==> src/dsi_pkg.sv <==
package dsi_pkg;
	// Clock and evaluation tick
	localparam int CLK_NS   = 8;
	localparam int TICK_US  = 100;
	localparam int TICK_CYC = TICK_US * 1000 / CLK_NS;

	// Documented default times, in microseconds
	localparam int FILTER_US    = 10000;
	localparam int TOL_US       = 10000;
	localparam int TP_PERIOD_US = 10000000;
	localparam int TP_PULSE_US  = 1000;

	// Time counters count evaluation ticks
	localparam int TW = 20;
	localparam logic [TW-1:0] FILTER_TICKS    = TW'(FILTER_US / TICK_US);
	localparam logic [TW-1:0] TOL_TICKS       = TW'(TOL_US / TICK_US);
	localparam logic [TW-1:0] TP_PERIOD_TICKS = TW'(TP_PERIOD_US / TICK_US);
	localparam logic [TW-1:0] TP_PULSE_TICKS  = TW'(TP_PULSE_US / TICK_US);

	// Channel layout: input i uses channels 2i and 2i+1, brake feedback j uses 6+j
	localparam int N_IN   = 3;
	localparam int N_BFB  = 2;
	localparam int N_CH   = 2 * N_IN + N_BFB;
	localparam int CH_BFB = 2 * N_IN;
	localparam int N_FUNC = 18;

	// Latched error bits
	localparam int E_MISS  = 0;
	localparam int E_CROSS = 5;
	localparam int E_DISC  = 9;
	localparam int E_W     = 12;

	localparam logic LVL_RST = 1'b0;

	typedef enum logic [4:0] {
		F_NONE, F_TORQUE_OFF, F_BRAKE_CTRL, F_STOP_ONE, F_LIM_SPEED, F_SPEED_MON,
		F_DOOR_LOCK, F_LIM_ACCEL, F_FS_RESET, F_IDX0, F_IDX1, F_IDX2,
		F_FB_CHECK_A, F_FB_CHECK_B, F_FB_WARN_A, F_FB_WARN_B,
		F_BRK_TEST_PLUS, F_BRK_TEST_MINUS
	} dsi_func_t;

	typedef enum logic [1:0] {BM_OFF, BM_CROSS, BM_SEPARATE} dsi_bmode_t;
	typedef enum logic [1:0] {BD_OFF, BD_CHECK_A, BD_CHECK_B} dsi_bdiag_t;
endpackage

==> src/dsi_chan_if.sv <==
`timescale 1ns/1ps
interface dsi_chan_if (
	input logic clk,
	input logic nrst
);
	logic                    tick;
	logic                    x;
	logic                    mon_en;
	logic [dsi_pkg::TW-1:0]  filt;
	logic [dsi_pkg::TW-1:0]  pulse;
	logic [dsi_pkg::TW-1:0]  period;
	logic                    level;
	logic                    in_pulse;
	logic                    pulse_ok;
	logic                    miss;

	modport top (input clk, nrst, level, in_pulse, pulse_ok, miss,
		output tick, x, mon_en, filt, pulse, period);
	modport chan (input clk, nrst, tick, x, mon_en, filt, pulse, period,
		output level, in_pulse, pulse_ok, miss);
endinterface

==> src/dsi_chan.sv <==
`timescale 1ns/1ps
module dsi_chan (
	dsi_chan_if.chan c
);
	localparam int TW = dsi_pkg::TW;

	logic [TW-1:0] flt_q;
	logic [TW-1:0] flt_d;
	logic [TW-1:0] dark_q;
	logic [TW-1:0] dark_d;
	logic [TW-1:0] per_q;
	logic [TW-1:0] per_d;
	logic          level_q;
	logic          level_d;
	logic          ok_q;
	logic          miss_q;
	logic          miss_d;

	// x is normalised: 1 is the idle (not executed) level
	wire          diff       = c.x != level_q;
	// A drop from idle must outlast filter plus pulse length when pulses are expected
	wire [TW:0]   limit      = {1'b0, c.filt} + ((c.mon_en && level_q) ? {1'b0, c.pulse} : '0);
	wire          flt_hit    = c.tick && diff && ({1'b0, flt_q} >= limit);
	wire          dark       = level_q && !c.x;
	wire          pulse_end  = level_q && c.x && (dark_q != '0);
	wire          pulse_good = pulse_end && (dark_q >= c.pulse);
	wire          per_clr    = !c.mon_en || !level_q || pulse_good;

	assign level_d = flt_hit ? c.x : level_q;
	assign flt_d   = !diff ? '0 : ((c.tick && flt_q != '1) ? flt_q + TW'(1) : flt_q);
	assign dark_d  = !dark ? '0 : ((c.tick && dark_q != '1) ? dark_q + TW'(1) : dark_q);
	assign per_d   = per_clr ? '0 : ((c.tick && per_q != '1) ? per_q + TW'(1) : per_q);
	assign miss_d  = c.mon_en && level_q && (per_q >= c.period);

	always_ff @(posedge c.clk or negedge c.nrst) begin
		if (!c.nrst) begin
			level_q <= dsi_pkg::LVL_RST;
			flt_q   <= '0;
			dark_q  <= '0;
			per_q   <= '0;
			ok_q    <= 1'b0;
			miss_q  <= 1'b0;
		end else begin
			level_q <= level_d;
			flt_q   <= flt_d;
			dark_q  <= dark_d;
			per_q   <= per_d;
			ok_q    <= pulse_good;
			miss_q  <= miss_d;
		end
	end

	assign c.level    = level_q;
	assign c.in_pulse = dark;
	assign c.pulse_ok = ok_q;
	assign c.miss     = miss_q;
endmodule

==> src/dsi_top.sv <==
`timescale 1ns/1ps
// Behaviour
// - Three two-channel inputs, each pair evaluated as one logical input.
// - A level change counts only after it persisted for the filter time.
// - Separate filter times for inputs one, two, three and brake feedback.
// - Configurable test pulse period and length, defaults 10 s and 1 ms.
// - Missing or too short test pulse within one period enters safe state.
// - Test pulses on both channels of one input flag cross circuit.
// - A test pulse of configured length never requests the linked function.
// - Test pulse monitoring enabled separately for each two-channel input.
// - Brake cross mode flags coincident pulses on both brake feedback inputs.
// - Brake separate mode checks pulses but allows them to coincide.
// - Each input requests up to two functions; shared functions are AND linked.
// - Selectable functions cover stops, limits, reset, index bits, brake checks.
// - A fail-safe reset input clears the fail-safe status bit.
// - Three index selection inputs form an index, bit 0 least significant.
// - Equivalent mode: both channels alike, 0V executes, 24V does not.
// - Antivalent mode: a high b low idle, a low b high executes.
// - Channel disagreement longer than tolerance time enters safe state.
// - Reaction delay is filter time per input, plus test pulse length when pulse monitoring is enabled.
// - Each brake feedback has two assignments, each with its activation level.
// - Brake feedback check reacts once its waiting time has elapsed.
// - Assignment selects off, first or second brake feedback check.
module dsi_top #(
	parameter int TICK_CYC = dsi_pkg::TICK_CYC
) (
	input  wire logic                                  mclk_i,
	input  wire logic                                  nrst_i,
	input  wire logic [dsi_pkg::N_IN-1:0]              chan_a_i,
	input  wire logic [dsi_pkg::N_IN-1:0]              chan_b_i,
	input  wire logic [dsi_pkg::N_BFB-1:0]             bfb_i,
	input  wire logic [3:0][dsi_pkg::TW-1:0]           filt_ticks_i,
	input  wire logic [dsi_pkg::N_IN-1:0][dsi_pkg::TW-1:0] tol_ticks_i,
	input  wire logic [dsi_pkg::TW-1:0]                tp_period_i,
	input  wire logic [dsi_pkg::TW-1:0]                tp_pulse_i,
	input  wire logic [dsi_pkg::N_IN-1:0]              tp_en_i,
	input  wire dsi_pkg::dsi_bmode_t                   bfb_mode_i,
	input  wire logic [dsi_pkg::N_IN-1:0]              antival_i,
	input  wire dsi_pkg::dsi_func_t                    sel_first_i [dsi_pkg::N_IN],
	input  wire dsi_pkg::dsi_func_t                    sel_second_i [dsi_pkg::N_IN],
	input  wire logic [1:0][1:0]                       bfb_lvl_i,
	input  wire dsi_pkg::dsi_bdiag_t                   bfb_diag_i [4],
	input  wire logic [dsi_pkg::TW-1:0]                fb_wait_i,
	input  wire logic                                  fs_set_i,
	output logic [dsi_pkg::N_FUNC-1:0]                 func_exec_o,
	output logic [2:0]                                 index_o,
	output logic                                       fs_status_o,
	output logic [1:0]                                 fb_trip_o,
	output logic [dsi_pkg::N_IN-1:0]                   in_level_o,
	output logic [dsi_pkg::E_W-1:0]                    err_o,
	output logic                                       safe_state_o
);
	localparam int TW    = dsi_pkg::TW;
	localparam int N_IN  = dsi_pkg::N_IN;
	localparam int N_CH  = dsi_pkg::N_CH;
	localparam int CH_B  = dsi_pkg::CH_BFB;
	localparam int N_F   = dsi_pkg::N_FUNC;
	localparam int EC    = dsi_pkg::E_CROSS;
	localparam int ED    = dsi_pkg::E_DISC;

	function automatic logic sel_hit(input dsi_pkg::dsi_func_t s, input int f);
		sel_hit = (s == dsi_pkg::dsi_func_t'(f));
	endfunction

	// Pin synchronisers
	logic [N_CH-1:0]        s1_q;
	logic [N_CH-1:0]        s2_q;
	logic [15:0]            tick_cnt_q;
	logic                   tick_q;
	logic [N_CH-1:0]        lvl;
	logic [N_CH-1:0]        in_pulse;
	logic [N_CH-1:0]        miss;
	logic [N_IN-1:0]        ok_lvl;
	logic [N_IN-1:0]        disc;
	logic [N_IN-1:0][TW-1:0] tol_q;
	logic [dsi_pkg::E_W-1:0] err_q;
	logic [dsi_pkg::E_W-1:0] err_set;
	logic [N_F-1:0]         asg;
	logic [N_F-1:0]         rel;
	logic [N_F-1:0]         exec_d;
	logic [N_F-1:0]         exec_q;
	logic [2:0]             index_q;
	logic                   fs_q;
	logic                   safe_q;
	logic [N_IN-1:0]        lvl_out_q;
	logic [1:0]             fb_prev_q;
	logic [1:0]             fb_run;
	logic [1:0][TW-1:0]     fb_tmr_q;
	logic [1:0]             fb_trip_q;

	wire [N_CH-1:0] raw = {bfb_i, chan_b_i, chan_a_i};

	always_ff @(posedge mclk_i or negedge nrst_i) begin
		if (!nrst_i) begin
			s1_q <= '0;
			s2_q <= '0;
		end else begin
			s1_q <= raw;
			s2_q <= s1_q;
		end
	end

	// Evaluation tick
	wire tick_wrap = (tick_cnt_q == 16'(TICK_CYC - 1));

	always_ff @(posedge mclk_i or negedge nrst_i) begin
		if (!nrst_i) begin
			tick_cnt_q <= '0;
			tick_q     <= 1'b0;
		end else begin
			tick_cnt_q <= tick_wrap ? '0 : tick_cnt_q + 16'h0001;
			tick_q     <= tick_wrap;
		end
	end

	// Channel evaluators
	dsi_chan_if ch_if [N_CH] (.clk(mclk_i), .nrst(nrst_i));

	genvar g;
	generate
		for (g = 0; g < N_IN; g++) begin : g_in
			// Channel b is inverted in antivalent mode so both read 1 when idle
			assign ch_if[2*g].x        = s2_q[g];
			assign ch_if[2*g+1].x      = s2_q[N_IN+g] ^ antival_i[g];
			assign ch_if[2*g].mon_en   = tp_en_i[g];
			assign ch_if[2*g+1].mon_en = tp_en_i[g];
			assign ch_if[2*g].filt     = filt_ticks_i[g];
			assign ch_if[2*g+1].filt   = filt_ticks_i[g];
		end
		for (g = 0; g < dsi_pkg::N_BFB; g++) begin : g_bfb
			assign ch_if[CH_B+g].x      = s2_q[CH_B+g];
			assign ch_if[CH_B+g].mon_en = (bfb_mode_i != dsi_pkg::BM_OFF);
			assign ch_if[CH_B+g].filt   = filt_ticks_i[3];
		end
		for (g = 0; g < N_CH; g++) begin : g_ch
			assign ch_if[g].tick   = tick_q;
			assign ch_if[g].pulse  = tp_pulse_i;
			assign ch_if[g].period = tp_period_i;
			assign lvl[g]          = ch_if[g].level;
			assign in_pulse[g]     = ch_if[g].in_pulse;
			assign miss[g]         = ch_if[g].miss;
			dsi_chan u_chan (
				.c (ch_if[g])
			);
		end
	endgenerate

	// Pair checks per logical input
	generate
		for (g = 0; g < N_IN; g++) begin : g_pair
			assign ok_lvl[g] = lvl[2*g] & lvl[2*g+1];
			assign disc[g]   = lvl[2*g] ^ lvl[2*g+1];
			assign err_set[dsi_pkg::E_MISS+g] = miss[2*g] | miss[2*g+1];
			assign err_set[EC+g] = tp_en_i[g] & in_pulse[2*g] & in_pulse[2*g+1];
			assign err_set[ED+g] = disc[g] & (tol_q[g] > tol_ticks_i[g]);

			always_ff @(posedge mclk_i or negedge nrst_i) begin
				if (!nrst_i) begin
					tol_q[g] <= '0;
				end else if (!disc[g]) begin
					tol_q[g] <= '0;
				end else if (tick_q && tol_q[g] != '1) begin
					tol_q[g] <= tol_q[g] + TW'(1);
				end
			end
		end
	endgenerate

	assign err_set[dsi_pkg::E_MISS+3] = miss[CH_B];
	assign err_set[dsi_pkg::E_MISS+4] = miss[CH_B+1];
	// Separate mode keeps the pulse checks but allows coincident pulses
	assign err_set[EC+3] = (bfb_mode_i == dsi_pkg::BM_CROSS)
		& in_pulse[CH_B] & in_pulse[CH_B+1];

	// Errors latch until reset
	always_ff @(posedge mclk_i or negedge nrst_i) begin
		if (!nrst_i) begin
			err_q  <= '0;
			safe_q <= 1'b0;
		end else begin
			err_q  <= err_q | err_set;
			safe_q <= safe_q | (|err_q);
		end
	end

	// Function requests: a function is released only while every assigned input is idle
	generate
		for (g = 0; g < N_F; g++) begin : g_func
			wire [N_IN-1:0] hit;
			genvar k;
			for (k = 0; k < N_IN; k++) begin : g_hit
				assign hit[k] = sel_hit(sel_first_i[k], g) | sel_hit(sel_second_i[k], g);
			end
			assign asg[g] = |hit;
			assign rel[g] = &(~hit | ok_lvl);
		end
	endgenerate

	// Code zero selects nothing
	assign exec_d = asg & ~rel & ~(N_F'(1));

	always_ff @(posedge mclk_i or negedge nrst_i) begin
		if (!nrst_i) begin
			exec_q    <= '0;
			index_q   <= '0;
			lvl_out_q <= '0;
		end else begin
			exec_q    <= exec_d;
			index_q   <= {asg[dsi_pkg::F_IDX2] & rel[dsi_pkg::F_IDX2],
				asg[dsi_pkg::F_IDX1] & rel[dsi_pkg::F_IDX1],
				asg[dsi_pkg::F_IDX0] & rel[dsi_pkg::F_IDX0]};
			lvl_out_q <= ok_lvl;
		end
	end

	// Fail-safe status: a set request on fs_set_i wins over a reset request in the same cycle
	always_ff @(posedge mclk_i or negedge nrst_i) begin
		if (!nrst_i) begin
			fs_q <= 1'b0;
		end else if (fs_set_i) begin
			fs_q <= 1'b1;
		end else if (exec_d[dsi_pkg::F_FS_RESET]) begin
			fs_q <= 1'b0;
		end
	end

	// Brake feedback assignments: slot index is 2*brake + assignment
	wire [3:0] fb_act;
	generate
		for (g = 0; g < 4; g++) begin : g_fbasg
			assign fb_act[g] = (lvl[CH_B+g/2] == bfb_lvl_i[g/2][g%2]);
		end
	endgenerate

	assign fb_run[0] = exec_d[dsi_pkg::F_FB_CHECK_A]
		| (fb_act[0] & (bfb_diag_i[0] == dsi_pkg::BD_CHECK_A))
		| (fb_act[1] & (bfb_diag_i[1] == dsi_pkg::BD_CHECK_A))
		| (fb_act[2] & (bfb_diag_i[2] == dsi_pkg::BD_CHECK_A))
		| (fb_act[3] & (bfb_diag_i[3] == dsi_pkg::BD_CHECK_A));
	assign fb_run[1] = exec_d[dsi_pkg::F_FB_CHECK_B]
		| (fb_act[0] & (bfb_diag_i[0] == dsi_pkg::BD_CHECK_B))
		| (fb_act[1] & (bfb_diag_i[1] == dsi_pkg::BD_CHECK_B))
		| (fb_act[2] & (bfb_diag_i[2] == dsi_pkg::BD_CHECK_B))
		| (fb_act[3] & (bfb_diag_i[3] == dsi_pkg::BD_CHECK_B));

	wire fb_chg = (lvl[CH_B+1:CH_B] != fb_prev_q);

	generate
		for (g = 0; g < 2; g++) begin : g_fbchk
			// A state change on the feedback lines restarts the wait
			always_ff @(posedge mclk_i or negedge nrst_i) begin
				if (!nrst_i) begin
					fb_tmr_q[g]  <= '0;
					fb_trip_q[g] <= 1'b0;
				end else begin
					if (!fb_run[g] || fb_chg) begin
						fb_tmr_q[g] <= '0;
					end else if (tick_q && fb_tmr_q[g] != '1) begin
						fb_tmr_q[g] <= fb_tmr_q[g] + TW'(1);
					end
					fb_trip_q[g] <= fb_run[g] && !fb_chg && (fb_tmr_q[g] >= fb_wait_i);
				end
			end
		end
	endgenerate

	always_ff @(posedge mclk_i or negedge nrst_i) begin
		if (!nrst_i) begin
			fb_prev_q <= {2{dsi_pkg::LVL_RST}};
		end else begin
			fb_prev_q <= lvl[CH_B+1:CH_B];
		end
	end

	assign func_exec_o  = exec_q;
	assign index_o      = index_q;
	assign fs_status_o  = fs_q;
	assign fb_trip_o    = fb_trip_q;
	assign in_level_o   = lvl_out_q;
	assign err_o        = err_q;
	assign safe_state_o = safe_q;
endmodule

==> config.mk <==
export PLATFORM = sky130hd
export DESIGN_NAME = dsi_top
export DESIGN_NICKNAME = d
export VERILOG_FILES = /design/src/dsi_pkg.sv /design/src/dsi_chan_if.sv /design/src/dsi_chan.sv /design/src/dsi_top.sv
export SDC_FILE = /design/constraint.sdc
export NUM_CORES = 2
export LEC_CHECK = 0
export BUFFER_PORTS_ARGS = -buffer_cell sky130_fd_sc_hd__buf_2
export CAP_MARGIN = 20
export CELL_PAD_IN_SITES_DETAIL_PLACEMENT = 0
export CELL_PAD_IN_SITES_GLOBAL_PLACEMENT = 1
export CORE_ASPECT_RATIO = 1.2
export CORE_UTILIZATION = 47
export CTS_CLUSTER_DIAMETER = 60
export DETAILED_ROUTE_END_ITERATION = 8
export GPL_TIMING_DRIVEN = 0
export PLACE_DENSITY_LB_ADDON = 0.1
export SLEW_MARGIN = 15
export SYNTH_ARGS = -nofsm -noshare
export SYNTH_HDL_FRONTEND = slang
export SYNTH_SLANG_ARGS = --single-unit
==> constraint.sdc <==
create_clock -name mclk_i -period 6.5 [get_ports mclk_i]
set_clock_uncertainty 0.2 [all_clocks]
set_input_delay 0.975 -clock mclk_i [delete_from_list [all_inputs] [get_ports mclk_i]]
set_output_delay 0.975 -clock mclk_i [all_outputs]
set_load 0.05 [all_outputs]
# Yosys cells after proc, flatten, opt, wreduce, memory -nomap -nowiden
# Index checks and enable logic that the tools add are counted.
[word_totals]
ff_bits = 670
romBits = 0
mem_bits_rw = 0
latchBits = 0
memories = 0
[classes]
shifts = 0
n_reduce_logical = 201
eq_ne = 173
bitwise = 136
n_div = 0
magnitude_cmp = 29
addsub = 38
n_mul = 0
n_mux = 69
[ops]
columns = ["operator", "n"]
rows = [
  ["$mux W20", 66],
  ["$add A20 B1 Y20 const B", 29],
  ["$ne A20 B20 Y1 const B", 29],
  ["$ge A20 B20 Y1", 18],
  ["$eq A5 B4 Y1 const B", 48],
  ["$add A20 B21 Y21", 8],
  ["$ge A20 B21 Y1", 8],
  ["$reduce_bool A20 Y1", 8],
  ["$eq A5 B3 Y1 const B", 24],
  ["$logic_and A1 B1 Y1", 97],
  ["$or A1 B1 Y1", 66],
  ["$eq A5 B2 Y1 const B", 12],
  ["$eq A5 B5 Y1 const B", 12],
  ["$gt A20 B20 Y1", 3],
  ["$not A3 Y3", 18],
  ["$or A3 B3 Y3", 18],
  ["$reduce_and A3 Y1", 18],
  ["$reduce_or A3 Y1", 18],
  ["$eq A5 B1 Y1 const B", 6],
  ["$logic_not A5 Y1", 6],
  ["$and A1 B1 Y1", 25],
  ["$reduce_bool A2 Y1", 12],
  ["$logic_not A1 Y1", 23],
  ["$ne A2 B1 Y1 const B", 11],
  ["other kinds (16)", 63],
]

# Longest topological paths before layout
[depth]
depth_word = 14
ltp_mapped = 24
depth_no_buf = 23

# Modules after synthesis
# Synthesis repeated with hierarchy kept, for this count alone.
[unflattened]
hier_cells = 6615
hier_area_um2 = 56872.0
[modules_own_cells]
columns = ["mod", "n_inst", "cells_each", "area_per_inst_um2"]
rows = [
  ["dsi_chan (g_ch[2].u_chan ...)", 5, 670, 5662.9],
  ["dsi_chan (g_ch[0].u_chan ...)", 2, 674, 5731.7],
  ["dsi_top", 1, 1253, 11456.0],
  ["dsi_chan (g_ch[1].u_chan)", 1, 664, 5637.9],
]

# Least setup slack after synthesis
# No wires, ideal clock.
[synth_path]
kind = "input to register"
start = "input port tp_en_i[0] (netlist bit)"
end = "register g_ch[1].u_chan.level_q"
setup_time_ps = 125
setup_slack_ps = 1064
cell_stages = 22
arrival_ps = 5111
required_time_ps = 6175
path_cell_list = "clkbuf_1 and3_1 ha_1 inv_1 fa_1 nor2b_4 o31a_1 or2_1 a221o_2 a41o_1 o41a_1 a211oi_1 a21oi_1 xnor2_1 ha_1 nand4_1 a211oi_1 o31ai_1 nand3_1 a31oi_1 a211o_1 mux2_4"
[synth_between]
elab_chain_len = 5
[synth_lines]
columns = ["element", "line", "source"]
rows = [
  ["start: declaration", "dsi_top.sv:36", "input wire logic [dsi_pkg::N_IN-1:0] tp_en_i,"],
  ["$logic_and A1 B1 Y1", "dsi_chan.sv:22", "wire [TW:0] limit = {1'b0, c.filt} + ((c.mon_en && level_q) ? {1'b0, c.pulse} : '0);"],
  ["$mux W20", "dsi_chan.sv:22", ""],
  ["$add A20 B21 Y21", "dsi_chan.sv:22", ""],
  ["$ge A20 B21 Y1", "dsi_chan.sv:23", "wire flt_hit = c.tick && diff && ({1'b0, flt_q} >= limit);"],
  ["$logic_and A1 B1 Y1", "dsi_chan.sv:23", ""],
  ["end signal: assignment", "dsi_chan.sv:37", "level_q <= dsi_pkg::LVL_RST;"],
  ["end signal: assignment", "dsi_chan.sv:44", "level_q <= level_d;"],
  ["end: declaration", "dsi_chan.sv:13", "logic level_q;"],
]
# Every way passes these cells.
# A chain may end at the register's enable or synchronous reset.

# Worst setup path in the final report
[layout_path]
start = "register g_ch[7].u_chan.level_q"
end = "register g_ch[7].u_chan.level_q"
[layout_between]
elab_chain_len = 5
elab_cells_between_ends = 7
cone_classes = "1 x add/sub; 1 x order compare; 1 x eq/ne; 1 x mux; 3 x reduce/logical"
[layout_lines]
columns = ["element", "line"]
rows = [
  ["start: declaration", "dsi_chan.sv:13"],
  ["start signal: assignment", "dsi_chan.sv:37"],
  ["start signal: assignment", "dsi_chan.sv:44"],
  ["$logic_and A1 B1 Y1", "dsi_chan.sv:22"],
  ["$mux W20", "dsi_chan.sv:22"],
  ["$add A20 B21 Y21", "dsi_chan.sv:22"],
  ["$ge A20 B21 Y1", "dsi_chan.sv:23"],
  ["$logic_and A1 B1 Y1 (*)", "dsi_chan.sv:23"],
]
# Every way passes the cells marked *; elsewhere a longest branch is shown, timed or not.

==> results_dict.tcl <==
set metrics [dict create \
    outcome "finished clean" \
    cpMaxStageDelayCell "a2111oi_1" \
    cts.path.max_buffers 3 \
    die_h_um 373 \
    dp.cells 7829 \
    layout-drive-gt1-share_pct 8.36 \
    post-route-drc-count 0 \
    syn_area_sq_um 53800 \
    synth-main-ff-cell "dfrtp_1" \
    yosys_warnings 0 \
    hp-start "s1_q[6]" \
    dp_hpwl_um 119000 \
    worstMarginPinSlew_ns 1.08 \
    die_x_um 311 \
    grtUsageMet2_pct 46.2 \
    netlist_instances 6004 \
    wl_um 157000 \
    fin_cells 7997 \
    start_util_pct 47.6 \
    gr-total-overflow 0 \
    syn_avg_cell_area_sq_um 8.97 \
    grt_max_degree 100 \
    synthToLayoutAreaGrowth_pct 13.0 \
    max_stage_delay_ns 0.52 \
    cp_common_cell "o21ai_0" \
    timing.final.crit_share_pct 89.2 \
    ioPinCount 301 \
    num_rows 135 \
    maxCapViolations 0 \
    grt_util_met3_pct 3.08 \
    yosysTopAreaCellShare_pct 31.1 \
    post-route-min-period_ns 5.80 \
    max_freq_mhz 173 \
    hold_path.class "reg2reg" \
    final_cell_area_sq_um 60800 \
    setup_viol 0 \
    grt_pass1_vias 44800 \
    syn-num-nets 7070 \
    hold_viol 0 \
    grt_pass1_wl_um 250000 \
    grtUsageMet1_pct 35.4 \
    crit_path_cell_trace "clkbuf_2, o21ai_0, clkbuf_2, clkbuf_1, nor2_1, ha_1, o21a_1, a2111oi_1, o21ai_0, a21oi_1, a21oi_1, a211oi_1, xor2_1, ha_1, and3_1, nand3_1, o21ai_0, nor4_1, o21ai_0, nand3_1, mux2_2" \
    cpLargestDelayFamily "compound AO/OA/AOI/OAI gates" \
    totalPowerFinal_w 0.0103 \
    synth.distinct_cells 81 \
    top_usage_layer "met2" \
    cts.sinks 670 \
    drtIter0Drc 2363 \
    worst_setup_path_start_kind "register" \
    cp_data_required_time_ns 6.88 \
    cts_buffers 88 \
    synthTopCellsByCount "797 x ha_1, 670 x dfrtp_1, 564 x nor2_1" \
    gp_congestion 0.911 \
    antenna_found_initial 6 \
    post_cts_buffers 0 \
    rsz0062_at_grt "false" \
    cp_num_buf_inv 3 \
    drt_first_pass_iters 9 \
    powerDensity_nw_per_um2 169 \
    fillCellCount 10700 \
    critPathArrivalTime_ns 6.18 \
    synth_seq_area_share_pct 31.1 \
    critPathCaptureType "register" \
    synth_area_leaders "dfrtp_1 31%, ha_1 19%, xnor2_1 5.3%, xor2_1 5.1%, nor2_1 3.9%" \
    wl_per_cell_um 19.7 \
    cts_tree "done" \
    vias 45400 \
    synth_edf_count 0 \
    nNetsFinal 7479 \
    synth.most_common_cell "ha_1" \
    cts_htree_levels 3 \
    maxSlewViolCount 0 \
    async_flop_share_pct 100 \
    root_buffer "clkbuf_16" \
    groute.usage.overall_pct 27.1 \
    antenna_left 0 \
    portBuffers 298 \
    path_clk_slew_ns 0.06 \
    clk_latency_ns 0.71 \
    placed_area_sq_um 57700 \
    cellLeakagePower_nw 30.2 \
    critPathMaxFanout 10 \
    reg2reg_from "g_ch[7].u_chan.c.level" \
    viasPerCell 5.67 \
    path_class "reg2reg" \
    synth_largest_area_cell "dfrtp_1" \
    crit_start "g_ch[7].u_chan.c.level" \
    die_area_sq_um 116000 \
    max-vdd-ir-drop_v 0.000275 \
    slew-limit-headroom_pct 27.6 \
    ys_ff_latch 670 \
    coreArea_sq_um 113000 \
]
[sequential cells by signal, indices dropped and copies added (netlist names)]
name                 cells
tick_cnt_q              16
g_ch.u_chan.per_q      160
g_ch.u_chan.c.level      8
err_o                   12
g_ch.u_chan.dark_q     160
fs_status_o              1
s2_q                     8
tol_q                   60
fb_trip_o                2
index_o                  3
safe_state_o             1
s1_q                     8
g_ch.u_chan.flt_q      160
fb_prev_q                2
ch_if.tick               1
fb_tmr_q                40
func_exec_o             17
g_ch.u_chan.c.miss       8
in_level_o               3
[metal layers]
metal  vias to the layer above  part of all wire (%)
li1                      22500                     -
met4                         4                   3.0
met3                       225                   4.1
met5                         -                0.0089
met2                       868                    48
met1                     21800                    45
[cells by family after synthesis]
kind of cell,share of synthesized area [%]
AOI/OAI and AO/OA,13.8
muxes,0.562
buffers and inverters,2.66
DFF,31.1
and+or+nand+nor,22.7
adders and majority gates,18.8
xor gates and xnor gates,10.4
other,0.00696
[stage by stage]
step / hold slack, ns / setup slack (ns) / util, % / setup TNS [ns]
floorplan: 0.131 / 1.06 / - / 0
global placement: 0.133 / -10.93 / 50.6 / -7233.48
detailed placement: 0.135 / -0.153 / 51.0 / -0.153
CTS: 0.121 / 0.260 / 53.7 / 0
global route: 0.155 / 0.0934 / 53.8 / 0
finish: 0.146 / 0.703 / 53.8 / 0
[final timing paths]
kind / to / slack, ns / cells after the start
min in group asynchronous: tol_q[53] / 0.61 / 2
min reg2reg: s2_q[6] / 0.15 / 0
max reg2reg: g_ch[7].u_chan.c.level / 0.70 / 21
max: g_ch[7].u_chan.c.level / 0.70 / 21
max in group asynchronous: g_ch[6].u_chan.dark_q[13] / 3.62 / 6
min: s2_q[6] / 0.15 / 0
[cell usage in the layout, fill, tap and decap left out, types with 22 or more instances in the layout]
cell,n
nor4_1,57
clkbuf_1,115
a31oi_1,28
nand2b_1,73
nand4_1,203
nor2b_1,89
dfrtp_1,670
xnor2_1,325
nand3_1,238
o21a_1,52
clkbuf_16,88
buf_2,299
nor3_1,161
and4_1,52
nand2_1,366
nor3b_1,31
and2_1,239
mux2i_1,22
or3_1,77
nor2_1,564
xor2_1,312
a21boi_0,47
inv_1,258
a21oi_1,262
a22oi_1,34
and3_1,151
a21o_1,222
ha_1,797
o21ai_0,221
a211oi_1,38
[power by group]
| part | switching (W) | internal, W | total (W) |
|---|---|---|---|
| logic | 0.000615 | 0.000300 | 0.000915 |
| clock network | 0.00210 | 0.00306 | 0.00516 |
| registers | 0.00000685 | 0.00419 | 0.00419 |
| total | 0.00272 | 0.00755 | 0.0103 |
[final cells by class]
type	count	area, sq um	area share, %
Buffer	119	462	0.759
Timing Repair Buffer	319	2000	3.29
Antenna cell	5	12.5	0.0206
Clock buffer	110	2430	4.00
Sequential cell	670	16800	27.6
Multi-Input combinational cell	4954	35700	58.6
Tap cell	1507	1890	3.10
Inverter	261	980	1.61
Clock inverter	52	638	1.05
[repair_timing]
action                                  CTS  global route
endpoints found under the hold margin    52             0
endpoints found under the setup margin    0             1
gates resized for setup                   0             5
hold buffers                              1             0
Note: power is estimated with default switching activity, not from simulation.
